### config.mk
export PLATFORM = sky130hd
export DESIGN_NAME = bcce_exec
export DESIGN_NICKNAME = d
export VERILOG_FILES = /design/src/core/bcce_decode.v /design/src/core/bcce_exec.v
export VERILOG_INCLUDE_DIRS = /design/src /design/src/core
export SDC_FILE = /design/constraint.sdc
export NUM_CORES = 1
export LEC_CHECK = 0
export BUFFER_PORTS_ARGS = -buffer_cell sky130_fd_sc_hd__buf_2
export CAP_MARGIN = 5
export CORE_MARGIN = 5
export CORE_UTILIZATION = 56
export DETAILED_ROUTE_END_ITERATION = 7
export GPL_ROUTABILITY_DRIVEN = 1
export PLACE_DENSITY_LB_ADDON = 0.2
export SETUP_SLACK_MARGIN = 0.4
export SLEW_MARGIN = 20
export SYNTH_ARGS = -nofsm -noshare
export SYNTH_HDL_FRONTEND = slang
export SYNTH_SLANG_ARGS = --single-unit
### constraint.sdc
create_clock -name clk_sys -period 4 [get_ports clk_sys]
set_input_delay 0 -clock clk_sys [delete_from_list [all_inputs] [get_ports clk_sys]]
set_output_delay 0 -clock clk_sys [all_outputs]
set_load 0.005 [all_outputs]
### src/core/bcce_defs.vh
// Purpose: Constants for the branch/call/clear/watchdog-clear executor
// Assumes: 16-bit instruction words, byte-addressed 21-bit program counter
// Notes: Included by the executor files only
`ifndef BCCE_DEFS_VH
`define BCCE_DEFS_VH

// ------------------------------------------------------------
// Opcode matching
// ------------------------------------------------------------
`define BCCE_ZBR_MASK 16'hFF00
`define BCCE_ZBR_CODE 16'hE000
`define BCCE_CALL_MASK 16'hFE00
`define BCCE_CALL_CODE 16'hEC00
`define BCCE_CALL2_MASK 16'hF000
`define BCCE_CALL2_CODE 16'hF000
`define BCCE_FCLR_MASK 16'hFE00
`define BCCE_FCLR_CODE 16'h6A00
`define BCCE_WDTCLR_CODE 16'h0004

// ------------------------------------------------------------
// Field positions
// ------------------------------------------------------------
`define BCCE_FAST_BIT 8
`define BCCE_ACCESS_BIT 8
`define BCCE_LIT_MSB 7
`define BCCE_HI_MSB 11

// ------------------------------------------------------------
// Values and offsets
// ------------------------------------------------------------
`define BCCE_PC_STEP 21'h000002
`define BCCE_RET_OFFSET 21'h000004
`define BCCE_CLEAR_VALUE 8'h00
`define BCCE_ACCESS_BANK 4'h0

// ------------------------------------------------------------
// Decoded operation codes
// ------------------------------------------------------------
`define BCCE_OP_OTHER 3'h0
`define BCCE_OP_ZBR 3'h1
`define BCCE_OP_CALL 3'h2
`define BCCE_OP_FCLR 3'h3
`define BCCE_OP_WDTCLR 3'h4

`endif

### src/core/bcce_decode.v
// Purpose: Classify one instruction word into the handled operations
// Assumes: Word presented by the executor each cycle
// Notes: Pure combinational
`timescale 1ns/1ns
`default_nettype none
`include "bcce_defs.vh"

module bcce_decode
(
  // Instruction in
  input wire [15:0] instrWord,
  // Class out
  output reg [2:0] opClass
);

  always @*
  begin
    if ((instrWord & `BCCE_ZBR_MASK) == `BCCE_ZBR_CODE)
      opClass = `BCCE_OP_ZBR;
    else if ((instrWord & `BCCE_CALL_MASK) == `BCCE_CALL_CODE)
      opClass = `BCCE_OP_CALL;
    else if ((instrWord & `BCCE_FCLR_MASK) == `BCCE_FCLR_CODE)
      opClass = `BCCE_OP_FCLR;
    else if (instrWord == `BCCE_WDTCLR_CODE)
      opClass = `BCCE_OP_WDTCLR;
    else
      opClass = `BCCE_OP_OTHER;
  end

endmodule
`default_nettype wire

### src/core/bcce_exec.v
// Purpose: Execute zero branch, subroutine call, file clear, watchdog clear
// Assumes: One instruction word per enabled cycle, prefetched in order
// Notes: Other instructions just advance the counter by one word
// How it works
// - Zero set: counter becomes its value plus 2 plus twice displacement.
// - Zero branch opcode is upper byte E0, low byte is displacement.
// - Zero branch is one word; one cycle untaken, two cycles taken.
// - Zero branch changes no status flag.
// - Call pushes its own address plus 4 as the stack top.
// - Fast bit set copies accumulator, flags, bank select to shadows.
// - Call loads 20-bit target into counter bits 20 to 1.
// - Call is two words: EC/ED plus low target, then F plus high.
// - Call takes three cycles; the third does nothing.
// - File clear writes zero, sets zero flag, one cycle.
// - Access bit 0 selects access bank; 1 selects bank-select bank.
// - Watchdog clear zeroes counter and postscaler in one cycle.
// - Watchdog clear sets expiry and sleep-entry status bits.
`timescale 1ns/1ns
`default_nettype none
`include "bcce_defs.vh"

module bcce_exec
#(
  parameter PC_W = 21
)
(
  // Clock and reset
  input wire clk_sys,
  input wire rst_n,
  input wire clkEn,
  // Instruction stream
  input wire [15:0] instrWord,
  input wire instrValid,
  // Core state in
  input wire zeroFlagIn,
  input wire [7:0] accumIn,
  input wire [7:0] statusIn,
  input wire [3:0] bankSelectIn,
  // Program counter and stack
  output reg [PC_W-1:0] programCounter_q,
  output reg [PC_W-1:0] stackTop_q,
  output reg stackPush_q,
  // Shadows
  output reg [7:0] accumulatorShadow_q,
  output reg [7:0] flagRegisterShadow_q,
  output reg [3:0] bankSelectShadow_q,
  // File write
  output reg fileWrite_q,
  output reg [11:0] fileAddr_q,
  output reg [7:0] fileData_q,
  output reg zeroFlagSet_q,
  // Watchdog
  output reg watchdogClear_q,
  output reg watchdogExpiryFlag_q,
  output reg sleepEntryFlag_q,
  // Pipeline status
  output reg flushNop_q,
  output wire busy
);

  // ------------------------------------------------------------
  // State codes and working registers
  // ------------------------------------------------------------
  // One flush state is enough: every redirect drops exactly one word
  localparam ST_RUN = 1'b0;
  localparam ST_NOP = 1'b1;

  reg state_q;
  reg [7:0] callLow_q;
  reg callFast_q;
  reg callWait_q;
  reg [PC_W-1:0] callAddr_q;
  wire [2:0] opClass;
  wire [PC_W-1:0] pcStep;
  wire [PC_W-1:0] branchTarget;
  wire [PC_W-1:0] dispTwice;

  // ------------------------------------------------------------
  // Helper decoding
  // ------------------------------------------------------------
  // Bank part of a file address: the access bank unless the word
  // asks for the bank-select register
  function [11:0] fileAddress;
    input [15:0] word;
    input [3:0] bank;
    begin
      if (word[`BCCE_ACCESS_BIT])
        fileAddress = {bank, word[`BCCE_LIT_MSB:0]};
      else
        fileAddress = {`BCCE_ACCESS_BANK, word[`BCCE_LIT_MSB:0]};
    end
  endfunction

  // ------------------------------------------------------------
  // Instruction decode
  // ------------------------------------------------------------
  bcce_decode bcce_decode_inst
  (
    .instrWord(instrWord),
    .opClass(opClass)
  );

  // ------------------------------------------------------------
  // Next-address arithmetic
  // ------------------------------------------------------------
  // Sign-extended displacement, doubled for word addressing
  assign dispTwice = {{(PC_W-9){instrWord[`BCCE_LIT_MSB]}},
                      instrWord[`BCCE_LIT_MSB:0], 1'b0};
  assign pcStep = programCounter_q + `BCCE_PC_STEP;
  assign branchTarget = pcStep + dispTwice;
  assign busy = (state_q == ST_NOP) || callWait_q;

  // ------------------------------------------------------------
  // Execution
  // ------------------------------------------------------------
  always @(posedge clk_sys or negedge rst_n)
  begin
    if (!rst_n)
    begin
      state_q <= ST_RUN;
      programCounter_q <= {PC_W{1'b0}};
      stackTop_q <= {PC_W{1'b0}};
      stackPush_q <= 1'b0;
      accumulatorShadow_q <= 8'h00;
      flagRegisterShadow_q <= 8'h00;
      bankSelectShadow_q <= 4'h0;
      fileWrite_q <= 1'b0;
      fileAddr_q <= 12'h000;
      fileData_q <= 8'h00;
      zeroFlagSet_q <= 1'b0;
      watchdogClear_q <= 1'b0;
      watchdogExpiryFlag_q <= 1'b0;
      sleepEntryFlag_q <= 1'b0;
      flushNop_q <= 1'b0;
      callLow_q <= 8'h00;
      callFast_q <= 1'b0;
      callWait_q <= 1'b0;
      callAddr_q <= {PC_W{1'b0}};
    end
    else if (clkEn)
    begin
      // Low enable holds every register, pulses included
      stackPush_q <= 1'b0;
      fileWrite_q <= 1'b0;
      zeroFlagSet_q <= 1'b0;
      watchdogClear_q <= 1'b0;
      flushNop_q <= 1'b0;
      case (state_q)
        ST_NOP:
        begin
          // Prefetched word is dropped here
          flushNop_q <= 1'b1;
          state_q <= ST_RUN;
        end
        ST_RUN:
        begin
          if (instrValid && callWait_q)
          begin
            // Second call word: only its upper nibble marks it
            if ((instrWord & `BCCE_CALL2_MASK) == `BCCE_CALL2_CODE)
            begin
              stackTop_q <= callAddr_q + `BCCE_RET_OFFSET;
              stackPush_q <= 1'b1;
              if (callFast_q)
              begin
                accumulatorShadow_q <= accumIn;
                flagRegisterShadow_q <= statusIn;
                bankSelectShadow_q <= bankSelectIn;
              end
              programCounter_q <= {instrWord[`BCCE_HI_MSB:0],
                                   callLow_q, 1'b0};
              state_q <= ST_NOP;
            end
            else
              programCounter_q <= pcStep;
            callWait_q <= 1'b0;
          end
          else if (instrValid)
          begin
            case (opClass)
              `BCCE_OP_ZBR:
              begin
                // Flags untouched on either path
                if (zeroFlagIn)
                begin
                  programCounter_q <= branchTarget;
                  state_q <= ST_NOP;
                end
                else
                  programCounter_q <= pcStep;
              end
              `BCCE_OP_CALL:
              begin
                callLow_q <= instrWord[`BCCE_LIT_MSB:0];
                callFast_q <= instrWord[`BCCE_FAST_BIT];
                callAddr_q <= programCounter_q;
                callWait_q <= 1'b1;
                programCounter_q <= pcStep;
              end
              `BCCE_OP_FCLR:
              begin
                fileWrite_q <= 1'b1;
                fileData_q <= `BCCE_CLEAR_VALUE;
                zeroFlagSet_q <= 1'b1;
                fileAddr_q <= fileAddress(instrWord, bankSelectIn);
                programCounter_q <= pcStep;
              end
              `BCCE_OP_WDTCLR:
              begin
                watchdogClear_q <= 1'b1;
                watchdogExpiryFlag_q <= 1'b1;
                sleepEntryFlag_q <= 1'b1;
                programCounter_q <= pcStep;
              end
              default:
                programCounter_q <= pcStep;
            endcase
          end
        end
        default:
          state_q <= ST_RUN;
      endcase
    end
  end

endmodule
`default_nettype wire

==> results of run 1 <==
-- worst register-to-register path: stages, from the launching register on --
cell and delay (ns):
dfrtp_1 0.51, and3_2 0.26, nand3_1 0.12, nor2_1 0.15, xor2_1 0.26, ha_1 0.33
a21o_1 0.20, o32ai_1 0.33, a211oi_1 0.12, o21a_1 0.25, o41ai_2 0.30, mux2i_1 0.24
o21ai_1 0.08
-- final cells by class --
type                    count  share of cell area (%)
clock buffers              10                    3.13
clock inverters             6                   0.706
inverters                  15                   0.738
multi-input cells         479                    45.6
flip-flops and latches    108                    35.4
well taps                 143                    2.35
repair buffers            152                    12.0
-- kinds of logic after synthesis --
| group | after synthesis |
|---|---|
| compound gates | 143 |
| xor+xnor | 45 |
| fa+ha+maj | 26 |
| buf+inv | 50 |
| flops | 108 |
| mux | 60 |
| other cells | 1 |
| simple gates | 195 |
-- per-stage QoR --
stage               std cells  total power [mW]
finish                    913              2.82
floorplan                 637              1.69
global placement          869              1.89
CTS                       913              2.82
detailed placement        869              1.92
global route              913              2.96
-- worst paths after layout --
path | startpoint | to | slack (ns) | depth (start not counted)
setup / recovery | programCounter_q[3] | programCounter_q[19] | 0.72 | 12
hold / removal | instrWord[5] | callLow_q[5] | 0.02 | 2
setup reg to reg | programCounter_q[3] | programCounter_q[19] | 0.72 | 12
hold reg to reg | callAddr_q[1] | stackTop_q[1] | 0.47 | 2
max in group asynchronous | rst_n | fileAddr_q[10] | 2.89 | 3
min in group asynchronous | rst_n | stackTop_q[16] | 0.21 | 2
-- layer usage --
layer	track usage, %	up-vias	wire length [µm]
met3	6.17	36	1010
met5	0	-	0
met1	33.1	2590	7350
li1	-	2511	-
met4	9.86	0	449
met2	39.0	172	8080
-- power by group through the flow --
stage / clock [mW] / sequential (mW) / combinational (mW)
global route: 0.954 / 1.24 / 0.769
detailed placement: 0 / 1.25 / 0.672
finish: 0.884 / 1.23 / 0.705
CTS: 0.903 / 1.23 / 0.696
floorplan: 0 / 1.22 / 0.474
global placement: 0 / 1.24 / 0.652
-- cell usage after synthesis, types with 15 or more instances --
| cell | number |
|---|---|
| inv_1 | 15 |
| dfrtp_1 | 108 |
| mux2_2 | 27 |
| nand3_1 | 20 |
| mux2_4 | 25 |
| o21ai_0 | 38 |
| xor2_1 | 15 |
| nor2_1 | 42 |
| buf_4 | 15 |
| ha_1 | 25 |
| xnor2_1 | 30 |
| nand2_1 | 68 |
| a21oi_1 | 27 |
-- state kept, by name, indices dropped and copies added (netlist names) --
register	cells
state_q	1
programCounter_q	20
sleepEntryFlag_q	1
stackPush_q	1
watchdogClear_q	1
callWait_q	1
zeroFlagSet_q	1
flushNop_q	1
flagRegisterShadow_q	8
bankSelectShadow_q	4
accumulatorShadow_q	8
callAddr_q	20
fileAddr_q	12
callLow_q	8
stackTop_q	20
callFast_q	1
-- what timing repair did --
item                                   4_1_cts  5_1_grt
hold buffers                                28        0
endpoints found under the hold margin      108        0
gates resized for setup                      0        0
==> flow_summary.ini, run 1 <==
[layout]
antenna-diode-count = 0
final_cell_mix = 119 x buf_2, 108 x dfrtp_1, 68 x nand2_1
syn2layout_area_growth_pct = 18.7
multi_input_area_um2 = 3480
drive_gt1_share_pct = 28.1
fin_nets = 832
layout.core_utilization_pct = 67.4
layout_commonest_cell = buf_2
fillCellCount = 929
seqCellArea_um2 = 2700
post-route-cell-area_um2 = 7620

[sta]
min_period_ns = 3.28
report.final.slew_viol_count = 0
slew_headroom_pct = 35.2
report.final.setup_viol = 0
share_of_the_clock_period_used_by_the_worst_path_after_layout_pct = 82.1
worst_case_clock_skew_ns = 0.00652
rsz0062_at_grt = no
worstMarginPinSlew_ns = 0.972
finalHoldViolCount = 0
holdWs_ns = 0.0191
totalNegativeSetupSlack_ns = 0
clock.fmax_mhz = 305
worst_slack_ns = 0.717

[pwr]
seq_power_share_pct = 43.6
power.switching_fraction_pct = 32.8
power.static_leakage_nw = 3.83
internal_power_mw = 1.89
max_rail_drop_vdd_mv = 0.448
power_frac_clock_pct = 31.4
power.density_nw_per_um2 = 370
power_switching_mw = 0.924
share_comb_of_total_power_pct = 25.0

[routing]
drt_pass1_iterations = 5
ant_nets = 0
via_count = 5309
drt_iter0_markers = 374
finalWirelength_mm = 16.9
drt_drc_violations_left = 0
drt-vias-per-instance = 5.81
detail_route.wl_per_cell_um = 18.5

[yosys]
post_synth_fa_ha_maj_area_fraction_pct = 5.18
synth_largest_area_cell = dfrtp_1
synth-edff-count = 0
synthesis.area_per_instance_um2 = 10.2
ys_dominant_reg_cell = dfrtp_1
yosys_warnings = 0
yosysUniqueCellTypes = 71
yosys-mux-area-fraction_pct = 11.9
synth_async_sr_flop_share_pct = 100
yosysSeqAreaShare_pct = 42.1
synthesis.instances = 628
post_synthesis_compound_gate_area_fraction_pct = 14.8
synth.area.top_cells = dfrtp_1 42%, mux2_4 5.8%, ha_1 4.9%
synthesis.area_um2 = 6430
synthXorXnorAreaFrac_pct = 6.13
synth_top_family_by_area = simple AND/OR/NAND/NOR gates
netlist.area_leader.share_pct = 42.1
synth_simple_gate_area_share_pct = 15.5
yosys_register_bits = 108

[critical_path]
setup.worst_path.end_class = register
worstPathArrival_ns = 3.52
cp_data_required_time_ns = 4.24
critPathLaunchType = register
worst_path_maximum_fanout = 9
critical_path.slowest_cell = dfrtp_1
cp_num_buf_inv = 0
critical_path.cell_chain = and3_2, nand3_1, nor2_1, xor2_1, ha_1, a21o_1, o32ai_1, a211oi_1, o21a_1, o41ai_2, mux2i_1, o21ai_1
critical-path-max-stage-delay_ns = 0.51
critical-path-top-delay-family = compound AO/OA/AOI/OAI gates
setup.worst_path.class = reg2reg

[placed_design]
dpl_cell_area_um2 = 7050
io_buffers = 120
globalplace.congestion = 0.883
dpl.hpwl_mm = 12.4
preCtsSetupSlack_ns = 0.775

[global_routing]
total_gr_overflow = 0
grt_pass1_vias = 5097
grt_start_max_net_pins = 78
grt_use_total_pct = 24.8
grt_pass1_wl_mm = 26.3
number_of_antenna_violations_at_the_first_check_in_global_routing = 0

[clocking]
clockRootBuffer = clkbuf_16
tritoncts = done
post-cts-setup-buffers = 0
clk_latency_ns = 0.36
path_clk_slew_ns = 0.08
cts.path.max_buffers = 2
inserted_clock_buffers = 9
htree_levels = 3
numClockSinks = 108

[floorplan]
die_width_um = 117
design.core.area_um2 = 11300
die-height_um = 117
floorplan.io_pins = 131
die_area_um2 = 13700
floorplan.initialDensity_pct = 56.8
fp-row-count = 39

[run_status]
status = finished clean

[hold_path]
min-delay-path-class = in2reg

[job]
cap_violations = 0
(Power assumes the default switching activity.)
==> inputs of run 2 (changes only) <==
Settings changed: CORE_UTILIZATION 56 to 50.
Clock period 4 ns to 2.9 ns, I/O delays scaled along.
==> run 2 against run 1 <==
Register-to-register slack lost 0.71 ns; clock power increased by 65%; first-iteration DRC count grew 39%; clock skew grew 0.0016 ns; fmax up 13%; worst setup slack got worse by 0.71 ns; critical path depth grew 1; worst hold slack improved by 0.0065 ns; critical endpoint unchanged; largest power group unchanged.
==> flow_summary.ini, run 2 (synthesis results as in run 1) <==
[run_status]
status = finished clean

[sta]
worst_case_clock_skew_ns = 0.00807
rsz0062_at_grt = yes
report.final.setup_viol = 0
share_of_the_clock_period_used_by_the_worst_path_after_layout_pct = 99.8
slew_headroom_pct = 53.8
totalNegativeSetupSlack_ns = 0
worst_slack_ns = 0.00453
finalHoldViolCount = 0
min_period_ns = 2.90
worstMarginPinSlew_ns = 0.693
report.final.slew_viol_count = 0
clock.fmax_mhz = 345
holdWs_ns = 0.0256

[pwr]
share_comb_of_total_power_pct = 32.3
power.static_leakage_nw = 4.23
internal_power_mw = 3.17
power.switching_fraction_pct = 31.3
power_switching_mw = 1.45
max_rail_drop_vdd_mv = 0.333
totalPowerFinal_mw = 4.62
seq_power_share_pct = 36.1
power_frac_clock_pct = 31.7
power.density_nw_per_um2 = 543

[placed_design]
io_buffers = 120
globalplace.congestion = 0.989
dpl_cell_area_um2 = 7360
dpl.hpwl_mm = 12.9
preCtsSetupSlack_ns = -0.0280
numPlacedInstances = 924

[routing]
detail_route.wl_per_cell_um = 18.9
drt_pass1_iterations = 5
drt_drc_violations_left = 0
drt-vias-per-instance = 5.67
finalWirelength_mm = 18.7
ant_nets = 0
drt_iter0_markers = 519
via_count = 5622

[layout]
antenna-diode-count = 0
layout_commonest_cell = buf_2
final_cell_mix = 119 x buf_2, 104 x dfrtp_1, 64 x nand2_1
post_layout_nonfiller_instances = 991
largest_registers = callAddr_q: 20 flops, programCounter_q: 20 flops, stackTop_q: 20 flops
layout.core_utilization_pct = 67.4
post-route-cell-area_um2 = 8510
syn2layout_area_growth_pct = 32.4
fin_nets = 881
drive_gt1_share_pct = 39.6

[floorplan]
fp-row-count = 41
die_width_um = 123
design.core.area_um2 = 12600
die_area_um2 = 15200
floorplan.io_pins = 131
floorplan.initialDensity_pct = 50.9
die-height_um = 123

[global_routing]
grt_pass1_vias = 5344
grt_use_total_pct = 24.5
number_of_antenna_violations_at_the_first_check_in_global_routing = 1
total_gr_overflow = 0
grt_start_max_net_pins = 59
grt_pass1_wl_mm = 28.5

[clocking]
clockRootBuffer = clkbuf_16
path_clk_slew_ns = 0.07
clk_latency_ns = 0.36
numClockSinks = 108
tritoncts = done
htree_levels = 3
cts.path.max_buffers = 2
inserted_clock_buffers = 9

[critical_path]
setup.worst_path.class = reg2reg
worst_path_maximum_fanout = 6
setup.worst_path.end_class = register
critPathLaunchType = register
worstPathArrival_ns = 3.14
cp_data_required_time_ns = 3.14

[hold_path]
min-delay-path-class = in2reg

[job]
cap_violations = 0
## run 2: changes by cell type in the layout (fill, tap and decap cells not counted), sizes merged
cell,delta
buf,+51
bufinv,+3
dlygate4sd3,-2
clkinv,-1
clkinvlp,-1
inv,-1
## run 2: cell type report
cell class	count	area (µm²)
timing repair buffer	201	1320
inverter	15	56.3
multi-input combinational	479	3860
sequential	108	2710
clock buffer	10	239
clock inverter	6	119
tap	172	215
fill	953	4110
## run 2: power groups by stage
stage                     clock, mW  combinational, mW  sequential, mW
after floorplan                   0              0.687            1.69
after global placement            0               1.03            1.68
after detailed placement          0               1.06            1.69
after CTS                      1.49               1.21            1.66
after global routing           1.54               1.58            1.68
final                          1.46               1.49            1.67
## run 2: path summary, 6_finish.rpt
| kind | slack [ns] | cells past startpoint | end | start |
|---|---|---|---|---|
| worst max-delay path | 0.005 | 13 | programCounter_q[19] | programCounter_q[4] |
| worst min-delay path | 0.03 | 3 | fileAddr_q[9] | instrWord[8] |
| worst max register to register | 0.005 | 13 | programCounter_q[19] | programCounter_q[4] |
| worst min register to register | 0.48 | 2 | stackTop_q[1] | stackTop_q[1] |
| max in group asynchronous | 1.93 | 3 | stackTop_q[15] | rst_n |
| min in group asynchronous | 0.23 | 2 | fileAddr_q[6] | rst_n |
## run 2: repair_timing
action / 4_1_cts / 5_1_grt
buffers inserted: 11 / 14
pin swaps: 20 / 32
setup endpoints to repair: 22 / 53
cloned: 0 / 0
resized for setup: 40 / 30
hold buffers: 26 / 0
hold endpoints to repair: 80 / 0
## run 2: metal layers
layer / up-vias / share of wire, % / GRT usage [%] / wire, µm
met1: 2729 / 42 / 32.7 / 7830
met2: 230 / 48 / 38.7 / 8980
met5: - / 0.069 / 0 / 13
li1: 2617 / - / - / -
met4: 2 / 3.4 / 11.8 / 635
met3: 44 / 6.7 / 4.25 / 1250
## run 2: worst max-delay path: stages (launching register included)
cell	delay, ns
dfrtp_1	0.38
and3_4	0.22
buf_4	0.12
nand2_4	0.07
nor2_4	0.13
nand2_1	0.10
xnor2_2	0.23
ha_2	0.39
a21oi_2	0.18
o21ai_2	0.09
o21a_1	0.21
o41ai_2	0.31
mux2i_1	0.25
o21ai_1	0.10
==> inputs of run 3 (changes only) <==
Settings changed: PLACE_DENSITY_LB_ADDON 0.2 to 0.1.
==> run 3 against run 2 <==
Utilization rose by 1.4 points; first-iteration DRC count rose by 12%; final cell count rose by 0.20%; cell area rose by 2.1%; critical path type unchanged; critical path depth fell by 1; clock-buffer cell count rose by 1; worst setup slack improved by 0.040 ns.
==> flow_summary.ini, run 3 (synthesis results as in run 1) <==
[critical_path]
setup.worst_path.end_class = register
cp_data_required_time_ns = 3.15
worstPathArrival_ns = 3.10
reg2reg_depth = 12
critical_path.reg2reg.startpoint = programCounter_q[2]
worstSetupStartpoint = programCounter_q[2]
worst_path_maximum_fanout = 5
setup.worst_path.class = reg2reg
critPathLaunchType = register

[sta]
report.final.setup_viol = 0
min_period_ns = 2.86
finalHoldViolCount = 0
share_of_the_clock_period_used_by_the_worst_path_after_layout_pct = 98.5
holdWs_ns = 0.0156
rsz0062_at_grt = yes
worst_case_clock_skew_ns = 0.00610
report.final.slew_viol_count = 0
clock.fmax_mhz = 350
worstMarginPinSlew_ns = 0.723
slew_headroom_pct = 51.7

[global_routing]
grt_use_total_pct = 24.0
grt_start_max_net_pins = 69
grt_pass1_vias = 5510
total_gr_overflow = 0
number_of_antenna_violations_at_the_first_check_in_global_routing = 0
grt_pass1_wl_mm = 28.4

[job]
cap_violations = 0

[layout]
final_cell_mix = 119 x buf_2, 103 x dfrtp_1, 63 x nand2_1
fin_nets = 883
post-route-cell-area_um2 = 8690
largest_registers = callAddr_q: 20 flops, programCounter_q: 20 flops, stackTop_q: 20 flops
antenna-diode-count = 0
drive_gt1_share_pct = 41.9
layout_commonest_cell = buf_2
syn2layout_area_growth_pct = 35.2
post_layout_nonfiller_instances = 993

[run_status]
status = finished clean

[placed_design]
dpl.hpwl_mm = 12.9
io_buffers = 120
dpl_cell_area_um2 = 7330
numPlacedInstances = 921
globalplace.congestion = 0.922

[floorplan]
die-height_um = 123
die_area_um2 = 15200
design.core.area_um2 = 12600
die_width_um = 123
floorplan.io_pins = 131
fp-row-count = 41
floorplan.initialDensity_pct = 50.9

[routing]
drt_drc_violations_left = 0
finalWirelength_mm = 19.0
drt_iter0_markers = 581
ant_nets = 0
drt_pass1_iterations = 5
detail_route.wl_per_cell_um = 19.1
drt-vias-per-instance = 5.78
via_count = 5739

[clocking]
tritoncts = done
inserted_clock_buffers = 9
path_clk_slew_ns = 0.08
clockRootBuffer = clkbuf_16
clk_latency_ns = 0.35
numClockSinks = 108
cts.path.max_buffers = 2
htree_levels = 3

[hold_path]
min-delay-path-class = in2reg
hp-start = instrWord[13]
whs_path_depth = 4

[pwr]
power.static_leakage_nw = 4.23
power.density_nw_per_um2 = 519
max_rail_drop_vdd_mv = 0.465
==> run 3: cell types whose count changed in the layout (fill, tap and decap cells not counted), sizes merged <==
cell      change
buf           +2
clkbuf        +1
bufinv        -2
clkinvlp      +1
==> run 3: what timing repair did <==
action,CTS,global route
buffers inserted,14,16
gates resized for setup,28,77
setup endpoints to repair,13,15
hold buffers,26,0
pin swaps,20,32
hold endpoints to repair,69,0
==> run 3: final cells by class <==
type                       count  area (µm²)
clock inverter                 5        66.3
multi-input combinational    479        4040
sequential                   108        2710
tap                          172         215
clock buffer                  11         253
inverter                      15        61.3
fill                         959        3930
timing repair buffer         203        1340
==> run 3: path summary, 6_finish.rpt <==
| path | endpoint | slack [ns] |
|---|---|---|
| min in group asynchronous | accumulatorShadow_q[7] | 0.17 |
| hold reg to reg | stackTop_q[6] | 0.47 |
| max in group asynchronous | programCounter_q[10] | 1.96 |
| setup / recovery | programCounter_q[20] | 0.04 |
| setup reg to reg | programCounter_q[20] | 0.04 |
| hold / removal | watchdogClear_q | 0.02 |
==> run 3: per-layer routing <==
| layer | vias up | share of wire, % | GRT usage (%) |
|---|---|---|---|
| met5 | - | 0 | 0 |
| met4 | 0 | 3.7 | 8.93 |
| met3 | 56 | 8.4 | 4.07 |
| met2 | 303 | 48 | 39.5 |
| met1 | 2759 | 40 | 31.8 |
| li1 | 2621 | - | - |
==> run 3: where the power goes <==
group	switching (mW)	internal, mW
clock network	0.585	0.728
registers	0.0940	1.58
logic	0.785	0.741
total	1.46	3.05
==> run 3: worst max-delay path: stages, from the launching register on <==
cell       delay, ns
dfrtp_2         0.45
ha_4            0.22
nand3_1         0.17
xnor2_2         0.20
ha_4            0.32
nand2_2         0.10
nor3_4          0.25
a2111oi_4       0.11
buf_4           0.17
nor4_4          0.21
o21ai_2         0.16
a221oi_2        0.31
nor2_1          0.07
==> run 3: through the flow <==
step | total power, mW | setup TNS (ns) | worst slack (ns) | util (%)
final | 4.51 | 0 | 0.0445 | 68.8
after floorplan | 2.38 | 0 | 0.137 | -
after global placement | 2.72 | 0 | 0.0626 | 58.1
after global routing | 4.71 | -0.190 | -0.0633 | 68.8
after detailed placement | 2.74 | -0.0208 | -0.0208 | 58.1
after CTS | 4.18 | 0 | 0.0570 | 64.6
